`src/pkg/upv_pkg.sv`:
```
// Constants and types shared by the host and panel ends of the video input link.
// Assumes both ends run on one reference clock and meet through upv_link_if.
// Summary of operation
// - Host sends 480 active, 50-120 blank clocks.
// - Host sends 2160 active, 40-600 blank lines.
// - Host pixel clock 60-78 MHz, frame 47-63 Hz.
// - Panel uses data enable only, ignores syncs.
// - Host adds blank margin when spreading clock; the host here has no spread-clock mode and a fixed H_BLANK.
// - Strap low: black screen without signal.
// - Strap high: test pattern without signal.
// - Lane skew up to 5 UI, deskewed; the panel here takes one word per clock with no deskew stage.
// - Sub-block skew up to one DE period, realigned; the panel here has no realignment stage.
// - 10-bit packing: MSBs low bytes, LSBs byte3.
// - 8-bit packing: RGB bytes, byte3 unused.
// - Colour codes unsigned, larger is brighter.
// - Supply off at least 1.0 s.
// - No signals before module supply on.
// - Data lines held low while supply off.
// - Lock and hot-plug flags may rise early.
// - Depth strap high selects 10-bit, low 8-bit.
package upv_pkg;

  localparam int unsigned H_ACTIVE      = 480;
  localparam int unsigned H_BLANK_MIN   = 50;
  localparam int unsigned H_BLANK_TYP   = 70;
  localparam int unsigned H_BLANK_MAX   = 120;
  localparam int unsigned V_ACTIVE      = 2160;
  localparam int unsigned V_BLANK_MIN   = 40;
  localparam int unsigned V_BLANK_TYP   = 90;
  localparam int unsigned V_BLANK_MAX   = 600;
  localparam int unsigned LANE_SKEW_UI  = 5;
  localparam int unsigned SUB_SKEW_DE   = 1;
  localparam int unsigned NOSIG_LINES   = 4;
  localparam int unsigned WORD_W        = 32;
  localparam int unsigned FIFO_DEPTH    = 16;
  localparam int unsigned HCNT_W        = 10;
  localparam int unsigned VCNT_W        = 12;
  localparam int unsigned B10_R_HI      = 0;
  localparam int unsigned B10_G_HI      = 8;
  localparam int unsigned B10_B_HI      = 16;
  localparam int unsigned B10_B_LO      = 26;
  localparam int unsigned B10_G_LO      = 28;
  localparam int unsigned B10_R_LO      = 30;
  localparam logic [7:0]  PAT_STEP      = 8'h04;

  typedef struct packed {
    logic [9:0] r;
    logic [9:0] g;
    logic [9:0] b;
  } upv_rgb_s;

  function automatic logic [WORD_W-1:0] upv_pack(input upv_rgb_s px, input logic ten_bit);
    logic [WORD_W-1:0] w;
    w = '0;
    if (ten_bit) begin
      w[B10_R_HI +: 8] = px.r[9:2];
      w[B10_G_HI +: 8] = px.g[9:2];
      w[B10_B_HI +: 8] = px.b[9:2];
      w[B10_B_LO +: 2] = px.b[1:0];
      w[B10_G_LO +: 2] = px.g[1:0];
      w[B10_R_LO +: 2] = px.r[1:0];
    end else begin
      w[B10_R_HI +: 8] = px.r[7:0];
      w[B10_G_HI +: 8] = px.g[7:0];
      w[B10_B_HI +: 8] = px.b[7:0];
    end
    return w;
  endfunction : upv_pack

  function automatic upv_rgb_s upv_unpack(input logic [WORD_W-1:0] w, input logic ten_bit);
    upv_rgb_s px;
    if (ten_bit) begin
      px.r = {w[B10_R_HI +: 8], w[B10_R_LO +: 2]};
      px.g = {w[B10_G_HI +: 8], w[B10_G_LO +: 2]};
      px.b = {w[B10_B_HI +: 8], w[B10_B_LO +: 2]};
    end else begin
      // 8-bit codes scaled to the 10-bit range, keeping order
      px.r = {w[B10_R_HI +: 8], 2'h0};
      px.g = {w[B10_G_HI +: 8], 2'h0};
      px.b = {w[B10_B_HI +: 8], 2'h0};
    end
    return px;
  endfunction : upv_unpack

endpackage : upv_pkg

```
`src/pkg/upv_link_if.sv`:
```
// Link between the host transmitter and the panel receiver.
// Assumes one shared clock; pins carry data enable, syncs, word and status flags.
`timescale 1ns/100ps
interface upv_link_if;
  import upv_pkg::*;
  logic              de;
  logic              hsync;
  logic              vsync;
  logic [WORD_W-1:0] data;
  logic              link_lock_flag;
  logic              hot_plug_flag;

  modport host (output de, output hsync, output vsync, output data,
                input link_lock_flag, input hot_plug_flag);
  modport panel (input de, input hsync, input vsync, input data,
                 output link_lock_flag, output hot_plug_flag);
endinterface : upv_link_if

```
`src/upv_fifo.sv`:
```
// Synchronous FIFO with valid/ready on both sides.
// Assumes a single clock and synchronous active-low reset.
`timescale 1ns/100ps
module upv_fifo #(
  parameter int unsigned WIDTH = 32,
  parameter int unsigned DEPTH = 16
) (
  input  wire logic             ref_clk_i,
  input  wire logic             rst_b_i,
  input  wire logic [WIDTH-1:0] in_data_i,
  input  wire logic             in_valid_i,
  output logic                  in_ready_o,
  output logic      [WIDTH-1:0] out_data_o,
  output logic                  out_valid_o,
  input  wire logic             out_ready_i
);
  localparam int unsigned AW = $clog2(DEPTH);
  logic [WIDTH-1:0] mem [DEPTH];
  logic [AW-1:0]    wr_r;
  logic [AW-1:0]    rd_r;
  logic [AW:0]      cnt_r;
  logic [AW:0]      cnt_nxt;
  logic             rdy_r;
  logic             push;
  logic             pop;

  // Ready is registered from the next count so the source sees a flop
  assign in_ready_o  = rdy_r;
  assign cnt_nxt     = cnt_r + (AW+1)'(push) - (AW+1)'(pop);
  assign out_valid_o = (cnt_r != '0);
  assign out_data_o  = mem[rd_r];
  assign push        = in_valid_i & in_ready_o;
  assign pop         = out_valid_o & out_ready_i;

  always_ff @(posedge ref_clk_i) begin
    if (push) begin
      mem[wr_r] <= in_data_i;
    end
    if (!rst_b_i) begin
      wr_r  <= '0;
      rd_r  <= '0;
      cnt_r <= '0;
      rdy_r <= 1'b1;
    end else begin
      if (push) begin
        wr_r <= (wr_r == AW'(DEPTH-1)) ? '0 : wr_r + 1'b1;
      end
      if (pop) begin
        rd_r <= (rd_r == AW'(DEPTH-1)) ? '0 : rd_r + 1'b1;
      end
      cnt_r <= cnt_nxt;
      rdy_r <= (cnt_nxt != (AW+1)'(DEPTH));
    end
  end
endmodule : upv_fifo

```
`src/upv_host.sv`:
```
// Host transmitter: frames pixels from a user stream into DE timing with hsync/vsync pulses and packs lane words.
// Assumes the pixel stream arrives on ref_clk_i; a 16-word FIFO absorbs it and stalls the source.
`timescale 1ns/100ps
module upv_host
  import upv_pkg::*;
#(
  parameter int unsigned H_BLANK = H_BLANK_TYP,
  parameter int unsigned V_BLANK = V_BLANK_TYP
) (
  input  wire logic     ref_clk_i,
  input  wire logic     rst_b_i,
  input  wire logic     supply_on_i,
  input  wire logic     ten_bit_i,
  input  upv_rgb_s      px_data_i,
  input  wire logic     px_valid_i,
  output logic          px_ready_o,
  output logic          lock_seen_o,
  upv_link_if.host      link
);
  typedef enum logic [1:0] {HS_IDLE, HS_ACTIVE, HS_HBLANK} upv_hstate_e;
  typedef struct packed {
    upv_hstate_e       st;
    logic [HCNT_W-1:0] h;
    logic [VCNT_W-1:0] v;
    logic              de;
    logic              hs;
    logic              vs;
    logic [WORD_W-1:0] data;
    logic              lock;
  } upv_host_s;

  upv_host_s  s_r;
  upv_host_s  s_nxt;
  upv_rgb_s   f_px;
  logic       f_valid;
  logic       f_pop;
  logic       lock_m_r;
  logic       lock_s_r;

  upv_fifo #(.WIDTH($bits(upv_rgb_s)), .DEPTH(FIFO_DEPTH)) u_fifo (
    .ref_clk_i   (ref_clk_i),
    .rst_b_i     (rst_b_i),
    .in_data_i   (px_data_i),
    .in_valid_i  (px_valid_i),
    .in_ready_o  (px_ready_o),
    .out_data_o  (f_px),
    .out_valid_o (f_valid),
    .out_ready_i (f_pop)
  );

  // One word popped per active clock; a word starved mid-line goes out as zero
  assign f_pop = (s_r.st == HS_ACTIVE) & f_valid;

  always_comb begin
    s_nxt      = s_r;
    s_nxt.de   = 1'b0;
    s_nxt.hs   = 1'b0;
    s_nxt.vs   = 1'b0;
    s_nxt.data = '0;
    case (s_r.st)
      HS_IDLE: begin
        s_nxt.h = '0;
        s_nxt.v = '0;
        if (supply_on_i && f_valid) begin
          s_nxt.st = HS_ACTIVE;
        end
      end
      HS_ACTIVE: begin
        s_nxt.de   = 1'b1;
        s_nxt.data = f_valid ? upv_pack(f_px, ten_bit_i) : '0;
        if (s_r.h == HCNT_W'(H_ACTIVE - 1)) begin
          s_nxt.h  = '0;
          s_nxt.st = HS_HBLANK;
        end else begin
          s_nxt.h = s_r.h + 1'b1;
        end
      end
      HS_HBLANK: begin
        s_nxt.hs = (s_r.h == '0);
        s_nxt.vs = (s_r.v >= VCNT_W'(V_ACTIVE)) && (s_r.h == '0);
        if (s_r.v < VCNT_W'(V_ACTIVE) && s_r.h == HCNT_W'(H_BLANK - 1)) begin
          s_nxt.h = '0;
          s_nxt.v = s_r.v + 1'b1;
          s_nxt.st = (s_r.v == VCNT_W'(V_ACTIVE - 1)) ? HS_HBLANK : HS_ACTIVE;
        end else if (s_r.h == HCNT_W'(H_ACTIVE + H_BLANK - 1)) begin
          // Blank lines run a whole line total each
          s_nxt.h = '0;
          if (s_r.v == VCNT_W'(V_ACTIVE + V_BLANK - 1)) begin
            s_nxt.v  = '0;
            s_nxt.st = HS_ACTIVE;
          end else begin
            s_nxt.v = s_r.v + 1'b1;
          end
        end else begin
          s_nxt.h = s_r.h + 1'b1;
        end
      end
      default: s_nxt.st = HS_IDLE;
    endcase
    if (!supply_on_i) begin
      s_nxt.st   = HS_IDLE;
      s_nxt.de   = 1'b0;
      s_nxt.data = '0;
    end
    s_nxt.lock = lock_s_r;
  end

  always_ff @(posedge ref_clk_i) begin
    if (!rst_b_i) begin
      s_r      <= '0;
      lock_m_r <= 1'b0;
      lock_s_r <= 1'b0;
    end else begin
      s_r      <= s_nxt;
      lock_m_r <= link.link_lock_flag;
      lock_s_r <= lock_m_r;
    end
  end

  assign link.de     = s_r.de;
  assign link.hsync  = s_r.hs;
  assign link.vsync  = s_r.vs;
  assign link.data   = s_r.data;
  assign lock_seen_o = s_r.lock;
endmodule : upv_host

```
`src/flat_wrapper.sv`:
```
// flat-port wrapper written by rule: the top's interface ports become plain ports
module upv_host_flat import upv_pkg::*;
#(
  parameter int unsigned H_BLANK = H_BLANK_TYP,
  parameter int unsigned V_BLANK = V_BLANK_TYP
)
  (ref_clk_i, rst_b_i, supply_on_i, ten_bit_i, px_data_i, px_valid_i, px_ready_o, lock_seen_o, link_de, link_hsync, link_vsync, link_data, link_link_lock_flag, link_hot_plug_flag);
  upv_link_if link_i ();
  input  wire logic ref_clk_i;
  input  wire logic rst_b_i;
  input  wire logic supply_on_i;
  input  wire logic ten_bit_i;
  input  upv_rgb_s px_data_i;
  input  wire logic px_valid_i;
  output logic px_ready_o;
  output logic lock_seen_o;
  output wire logic [$bits(link_i.de)-1:0] link_de;
  output wire logic [$bits(link_i.hsync)-1:0] link_hsync;
  output wire logic [$bits(link_i.vsync)-1:0] link_vsync;
  output wire logic [$bits(link_i.data)-1:0] link_data;
  input wire logic [$bits(link_i.link_lock_flag)-1:0] link_link_lock_flag;
  input wire logic [$bits(link_i.hot_plug_flag)-1:0] link_hot_plug_flag;
  assign link_de = link_i.de;
  assign link_hsync = link_i.hsync;
  assign link_vsync = link_i.vsync;
  assign link_data = link_i.data;
  assign link_i.link_lock_flag = link_link_lock_flag;
  assign link_i.hot_plug_flag = link_hot_plug_flag;
  upv_host #(.H_BLANK(H_BLANK), .V_BLANK(V_BLANK)) u_core (.ref_clk_i(ref_clk_i), .rst_b_i(rst_b_i), .supply_on_i(supply_on_i), .ten_bit_i(ten_bit_i), .px_data_i(px_data_i), .px_valid_i(px_valid_i), .px_ready_o(px_ready_o), .lock_seen_o(lock_seen_o), .link(link_i));
endmodule
```
`config.mk`:
```
export PLATFORM = sky130hd
export DESIGN_NAME = upv_host_flat
export DESIGN_NICKNAME = d
export VERILOG_FILES = /design/src/pkg/upv_pkg.sv /design/src/pkg/upv_link_if.sv /design/src/upv_fifo.sv /design/src/upv_host.sv /design/src/flat_wrapper.sv
export SDC_FILE = /design/constraint.sdc
export NUM_CORES = 1
export LEC_CHECK = 0
export CAP_MARGIN = 20
export CORE_MARGIN = 2
export CORE_UTILIZATION = 60
export CTS_BUF_LIST = sky130_fd_sc_hd__clkbuf_4 sky130_fd_sc_hd__clkbuf_8
export DETAILED_ROUTE_END_ITERATION = 8
export DONT_BUFFER_PORTS = 1
export PLACE_DENSITY = 0.81
export SYNTH_ARGS = -nofsm -noshare
export SYNTH_HDL_FRONTEND = slang
export SYNTH_SLANG_ARGS = --single-unit
```
`constraint.sdc`:
```
create_clock -name ref_clk_i -period 4.8 [get_ports ref_clk_i]
set_input_delay 0.96 -clock ref_clk_i [delete_from_list [all_inputs] [get_ports ref_clk_i]]
set_output_delay 0.96 -clock ref_clk_i [all_outputs]
set_load 0.01 [all_outputs]
```
==> qor.yml, run 1 <==
status: "completed"
cts_root_buffer: "clkbuf_8"
die_h_um: 195
rsz0062_at_grt: "no"
slew_headroom: 0.275
wl_per_cell_um: 26.8
cts_hold_buf: 0
cp.arrival_ns: 3.47
clk_path_buf_depth: 3
seqPwrFrac: 0.529
pin_count: 74
busiest_layer: "met2"
cap_violations: 0
critPathKind: "reg2reg"
post_cts_resized: 0
grt_use_total: 0.236
slowest_stage: "or4b_1"
leakagePower_uw: 0.00759
synth_top_area_frac: 0.662
routed_wl_um: 43800
drt-initial-drc-count: 1061
num_antenna_cells: 0
power_uw: 10600
required_ns: 5.30
yosys_most_used_dff: "edfxtp_1"
skew_ns: 0.0436
grt_pass1_vias: 10659
vias_per_cell: 6.37
grt_pass1_wl_um: 65100
drive_above_1_share: 0.299
die_x_um: 195
fin_crit_sh: 0.618
yosys.cell_count.top_type: "edfxtp_1"
start_kind: "flop"
layout_min_cycle_time_ns: 2.97
pwr-share-clk: 0.367
grt_max_degree: 65
ys_ff_latch: 558
synth_edf_count: 480
synthTopCellsByArea: "edfxtp_1 66%, mux4_2 16%, dfxtp_1 7.2%"
cp_max_fo: 6
clk_pin_slew_ns: 0.06
tritoncts: "built"
grt_use_met3: 0.0562
cts_sinks: 558
core_um2: 35700
numCtsBuffers: 87
dpl.hpwl_um: 24900
place_congestion: 0.794
netlist_instances: 1077
dieArea_um2: 37800
power_switching_uw: 2440
cts-htree-levels: 3
globalRouteMet2Util: 0.391
nets: 1164
synthToLayoutAreaGrowth_pct: 10.1
firstDrtPassIters: 6
max_stage_delay_ns: 0.53
share_comb_of_total_power: 0.104
fin_util: 0.672
hold_path.class: "in2reg"
gr-total-overflow: 0
cp_cell_sequence: "inv_1 -> ha_1 -> or4b_1 -> and2_1 -> xnor2_1 -> ha_1 -> fa_1 -> a21oi_1 -> nor2_1 -> o21ai_0 -> and3b_1 -> nand3_1"
grt_antenna_before_repair: 0
finalSetupViolations: 0
std_cell_rows: 69
synth-seq-area-share: 0.734
ys_top_cells_by_count: "480 x edfxtp_1, 150 x mux4_2, 78 x dfxtp_1, 32 x buf_4, 30 x clkbuf_1"
grt_use_met1: 0.312
syn-mean-instance-area_um2: 20.2
route.vias.total: 10408
synth_top_area_cell: "edfxtp_1"
yosys_warnings: 0
setup_slack_ns: 1.83
netlist_area_um2: 21800
maxSlewViolCount: 0
post_cts_buffers: 0
p_int_uw: 8140
powerDensity_nw_per_um2: 441
swShare: 0.231
antenna_left: 0
synth_cell_types: 60
final.setup.tns_ns: 0
final-hold-violation-count: 0
synthArstFlopShare: 0
drc: 0
start_util: 0.611
cp-end-kind: "flop"
insertion_delay_ns: 0.65
fmax_mhz: 337
rrSetupSlack_ns: 1.83
numPortBuffers: 0
vdd_drop_max_mv: 0.225
dp_slack_ns: 1.75
crit_top_cell: "ha_1"
worstMarginPinSlew_ns: 1.09
==> layout by cell type (no fill, tap or decap), types with 17 or more instances in the layout <==
| cell type | synthesis | layout |
|---|---|---|
| and2_1 | 20 | 20 |
| clkbuf_4 | 0 | 37 |
| ha_1 | 21 | 21 |
| mux4_2 | 150 | 150 |
| clkbuf_8 | 0 | 96 |
| a22o_1 | 24 | 24 |
| edfxtp_1 | 480 | 480 |
| o21ai_0 | 17 | 17 |
| nand2_1 | 26 | 26 |
| dfxtp_1 | 78 | 74 |
| buf_4 | 32 | 21 |
==> cells by family after synthesis <==
kind of cell	after synthesis	synth area share
AND/OR/NAND/NOR	148	0.0386
XOR/XNOR	10	0.00402
AO/OA/AOI/OAI	84	0.0297
adder cells (fa/ha/maj)	22	0.0130
multiplexers	154	0.157
flip-flops	558	0.734
buffers and inverters	100	0.0238
other	1	0.000172
==> stage by stage <==
stage,hold WS [ns],cell area (um2),std cells
floorplan,0.412,21800,1078
global placement,0.422,22200,1476
detailed placement,0.428,22200,1476
CTS,0.369,23900,1634
global route,0.380,24000,1635
finish,0.399,24000,1635
==> power by group through the flow <==
| stage | combinational (uW) | clock, uW | sequential (uW) |
|---|---|---|---|
| 6_report | 1100 | 3880 | 5590 |
| 4_1_cts | 1110 | 3940 | 5600 |
| 3_3_place_gp | 1080 | 0 | 5680 |
| 2_1_floorplan | 857 | 0 | 5630 |
| 3_5_place_dp | 1100 | 0 | 5700 |
| 5_1_grt | 1190 | 4130 | 5610 |
==> cell type report <==
| type | instances | area, um2 |
|---|---|---|
| Tap cell | 461 | 577 |
| Clock buffer | 133 | 1600 |
| Multi-Input combinational cell | 420 | 5400 |
| Timing Repair Buffer | 24 | 225 |
| Clock inverter | 25 | 138 |
| Fill cell | 2132 | 11700 |
| Sequential cell | 558 | 16000 |
| Inverter | 14 | 52.6 |
==> layer usage <==
| metal | routed length [um] | part of all wire |
|---|---|---|
| met4 | 958 | 0.022 |
| met2 | 22600 | 0.51 |
| met5 | 0 | 0 |
| met1 | 16300 | 0.37 |
| met3 | 4000 | 0.091 |
==> worst max-delay path: cells and delay by family, from the launching register on <==
kind / cells / cell delay (ns)
flops: 1 / 0.31
xor+xnor: 1 / 0.16
buf+inv: 1 / 0.08
simple gates: 5 / 1.18
fa+ha+maj: 3 / 0.76
compound gates: 2 / 0.34
==> worst paths after layout <==
| check | cells past startpoint | end | start |
|---|---|---|---|
| hold / removal | 0 | u_core.u_fifo.mem[11][18] | px_data_i[18] |
| setup / recovery | 12 | u_core.u_fifo.in_ready_o | u_core.u_fifo.cnt_r[3] |
| setup reg to reg | 12 | u_core.u_fifo.in_ready_o | u_core.u_fifo.cnt_r[3] |
| hold reg to reg | 1 | u_core.lock_seen_o | u_core.lock_s_r |
==> flip-flops by register name (all words and copies together) (netlist names), named ones only <==
signal	count
u_core.u_fifo.cnt_r	5
u_core.u_fifo.rd_r	4
u_core.link.vsync	1
u_core.link.data	30
u_core.s_r	24
u_core.link.de	1
u_core.lock_s_r	1
u_core.lock_seen_o	1
u_core.u_fifo.wr_r	4
u_core.lock_m_r	1
u_core.link.hsync	1
u_core.u_fifo.mem	480
u_core.u_fifo.in_ready_o	1
No activity file was read; power rests on OpenSTA's default activity.
==> run 2, diff against run 1 <==
Clock period 4.8 ns to 3.1 ns, I/O delays scaled along.
==> run 2 against run 1 <==
Against the previous run: first-iteration DRC count shrank 6.7%; non-clock buffer count grew 15; sequential share of layout area shrank 1.1 points; die area is the same; largest cell class unchanged.
==> qor.yml, run 2 (synthesis gave the netlist of run 1 again) <==
route.vias.total: 10507  # +0.95%
dieArea_um2: 37800  # unchanged
cp.arrival_ns: 3.34  # -0.13 ns
cts_sinks: 558  # unchanged
regMostFlops: "u_core.u_fifo.mem"
hold_path.class: "in2reg"
finalSetupViolations: 0  # unchanged
std_cell_rows: 69  # unchanged
vias_per_cell: 6.34  # -0.33%
numCtsBuffers: 88  # +1.1%
setup_slack_ns: 0.255  # -1.58 ns
busiest_layer: "met2"
slew_headroom: 0.549  # +0.273
place_congestion: 0.791  # -0.45%
globalRouteMet2Util: 0.404  # +0.0126
fin_util: 0.683  # +0.0111
numPortBuffers: 0  # unchanged
max_stage_delay_ns: 0.51  # -0.02 ns
largest_reg_flops: 480  # unchanged
dp_slack_ns: 0.256  # -1.50 ns
final_cell_mix: "480 x edfxtp_1, 150 x mux4_2, 95 x clkbuf_8"
critPathKind: "reg2reg"
final.setup.tns_ns: 0  # unchanged
die_x_um: 195  # unchanged
clk_path_buf_depth: 3  # unchanged
instances_no_fill: 1656  # +1.3%
powerDensity_nw_per_um2: 683  # +55%
cts_hold_buf: 0  # unchanged
clk_pin_slew_ns: 0.06  # about the same
start_kind: "flop"
required_ns: 3.60  # -1.70 ns
cap_violations: 0  # unchanged
grt_antenna_before_repair: 1  # +1
firstDrtPassIters: 5  # -1
grt_pass1_wl_um: 65600  # +0.83%
leakagePower_uw: 0.00772  # +1.7%
pin_count: 74  # unchanged
final_cell_area_um2: 24400  # +1.6%
antenna_left: 0  # unchanged
grt_use_met1: 0.309  # -0.00347
drt-initial-drc-count: 990  # -6.7%
cp_max_fo: 6  # unchanged
final_common_cell: "edfxtp_1"
worstMarginPinSlew_ns: 0.675  # -0.413 ns
final-hold-violation-count: 0  # unchanged
grt_use_met3: 0.0625  # +0.00625
skew_ns: 0.0364  # -0.00723 ns
nets: 1180  # +1.4%
die_h_um: 195  # unchanged
vdd_drop_max_mv: 0.339  # +51%
core_um2: 35700  # unchanged
dpl.hpwl_um: 25900  # +4.3%
cp_cell_sequence: "inv_1 -> ha_1 -> or4b_1 -> and2_1 -> xnor2_1 -> ha_1 -> fa_1 -> a21oi_1 -> nor2_1 -> o21ai_0 -> and3b_1 -> nand3_1"
drive_above_1_share: 0.301  # +0.00228
rsz0062_at_grt: "no"
fmax_mhz: 352  # +4.3%
crit_top_cell: "ha_1"
slowest_stage: "or4b_1"
start_util: 0.611  # unchanged
dpl_cell_area_um2: 22600  # +1.6%
post_cts_buffers: 0  # unchanged
status: "completed"
cts-htree-levels: 3  # unchanged
maxSlewViolCount: 0  # unchanged
drc: 0  # unchanged
insertion_delay_ns: 0.65  # about the same
routed_wl_um: 44400  # +1.3%
cts_root_buffer: "clkbuf_8"
layout_min_cycle_time_ns: 2.84  # -0.122 ns
gr-total-overflow: 0  # unchanged
grt_max_degree: 55  # -15%
place.detailed.instances: 1492  # +1.1%
wl_per_cell_um: 26.8  # about the same
fin_crit_sh: 0.918  # +0.300
cp-end-kind: "flop"
crit_buf_inv: 1  # unchanged
crit_family: "simple AND/OR/NAND/NOR gates"
grt_pass1_vias: 10857  # +1.9%
synthToLayoutAreaGrowth_pct: 11.9
tritoncts: "built"
post_cts_resized: 0  # unchanged
num_antenna_cells: 0  # unchanged
grt_use_total: 0.240  # +0.00392
run 2: changes by cell type in the layout (fill, tap and decap cells not counted), sizes merged:
cell and change:
clkinvlp -1, inv +1, buf +15, bufinv +3, clkinv +16, clkbuf -13
run 2: final cells by class:
| cell class | count | area, um2 |
|---|---|---|
| timing repair buffer | 39 | 531 |
| clock buffer | 120 | 1500 |
| multi-input combinational | 420 | 5420 |
| tap | 461 | 577 |
| inverter | 14 | 52.6 |
| clock inverter | 44 | 307 |
| fill | 2114 | 11300 |
| sequential | 558 | 16000 |
run 2: final timing paths:
check                         start                  endpoint  slack, ns  cells past startpoint
min                    px_data_i[6]   u_core.u_fifo.mem[8][6]       0.06                      0
min reg2reg         u_core.lock_m_r           u_core.lock_s_r       0.43                      1
max          u_core.u_fifo.cnt_r[2]  u_core.u_fifo.in_ready_o       0.26                     12
max reg2reg  u_core.u_fifo.cnt_r[2]  u_core.u_fifo.in_ready_o       0.26                     12
run 2: per-stage QoR:
stage / hold WS (ns) / power, uW
after floorplan: 0.412 / 10000
final: 0.0573 / 16600
after detailed placement: 0.430 / 10600
after CTS: 0.0230 / 16800
after global placement: 0.420 / 10500
after global routing: 0.0145 / 17200
run 2: worst reg2reg max path, cell delays in order (launching register included):
cell	delay, ns
dfxtp_1	0.31
inv_1	0.08
ha_1	0.14
or4b_1	0.51
and2_1	0.28
xnor2_1	0.16
ha_1	0.21
fa_1	0.42
a21oi_1	0.16
nor2_1	0.07
o21ai_0	0.12
and3b_1	0.19
nand3_1	0.07
run 2: power breakdown:
group	switching (uW)	total, uW	internal, uW
sequential	151	8640	8490
combinational	933	1800	863
clock	2800	6210	3410
run 2: routing by layer:
| metal | vias up | part of all wire |
|---|---|---|
| met2 | 482 | 0.51 |
| met3 | 91 | 0.088 |
| li1 | 4475 | - |
| met4 | 2 | 0.025 |
| met1 | 5457 | 0.37 |
| met5 | - | 0.00029 |
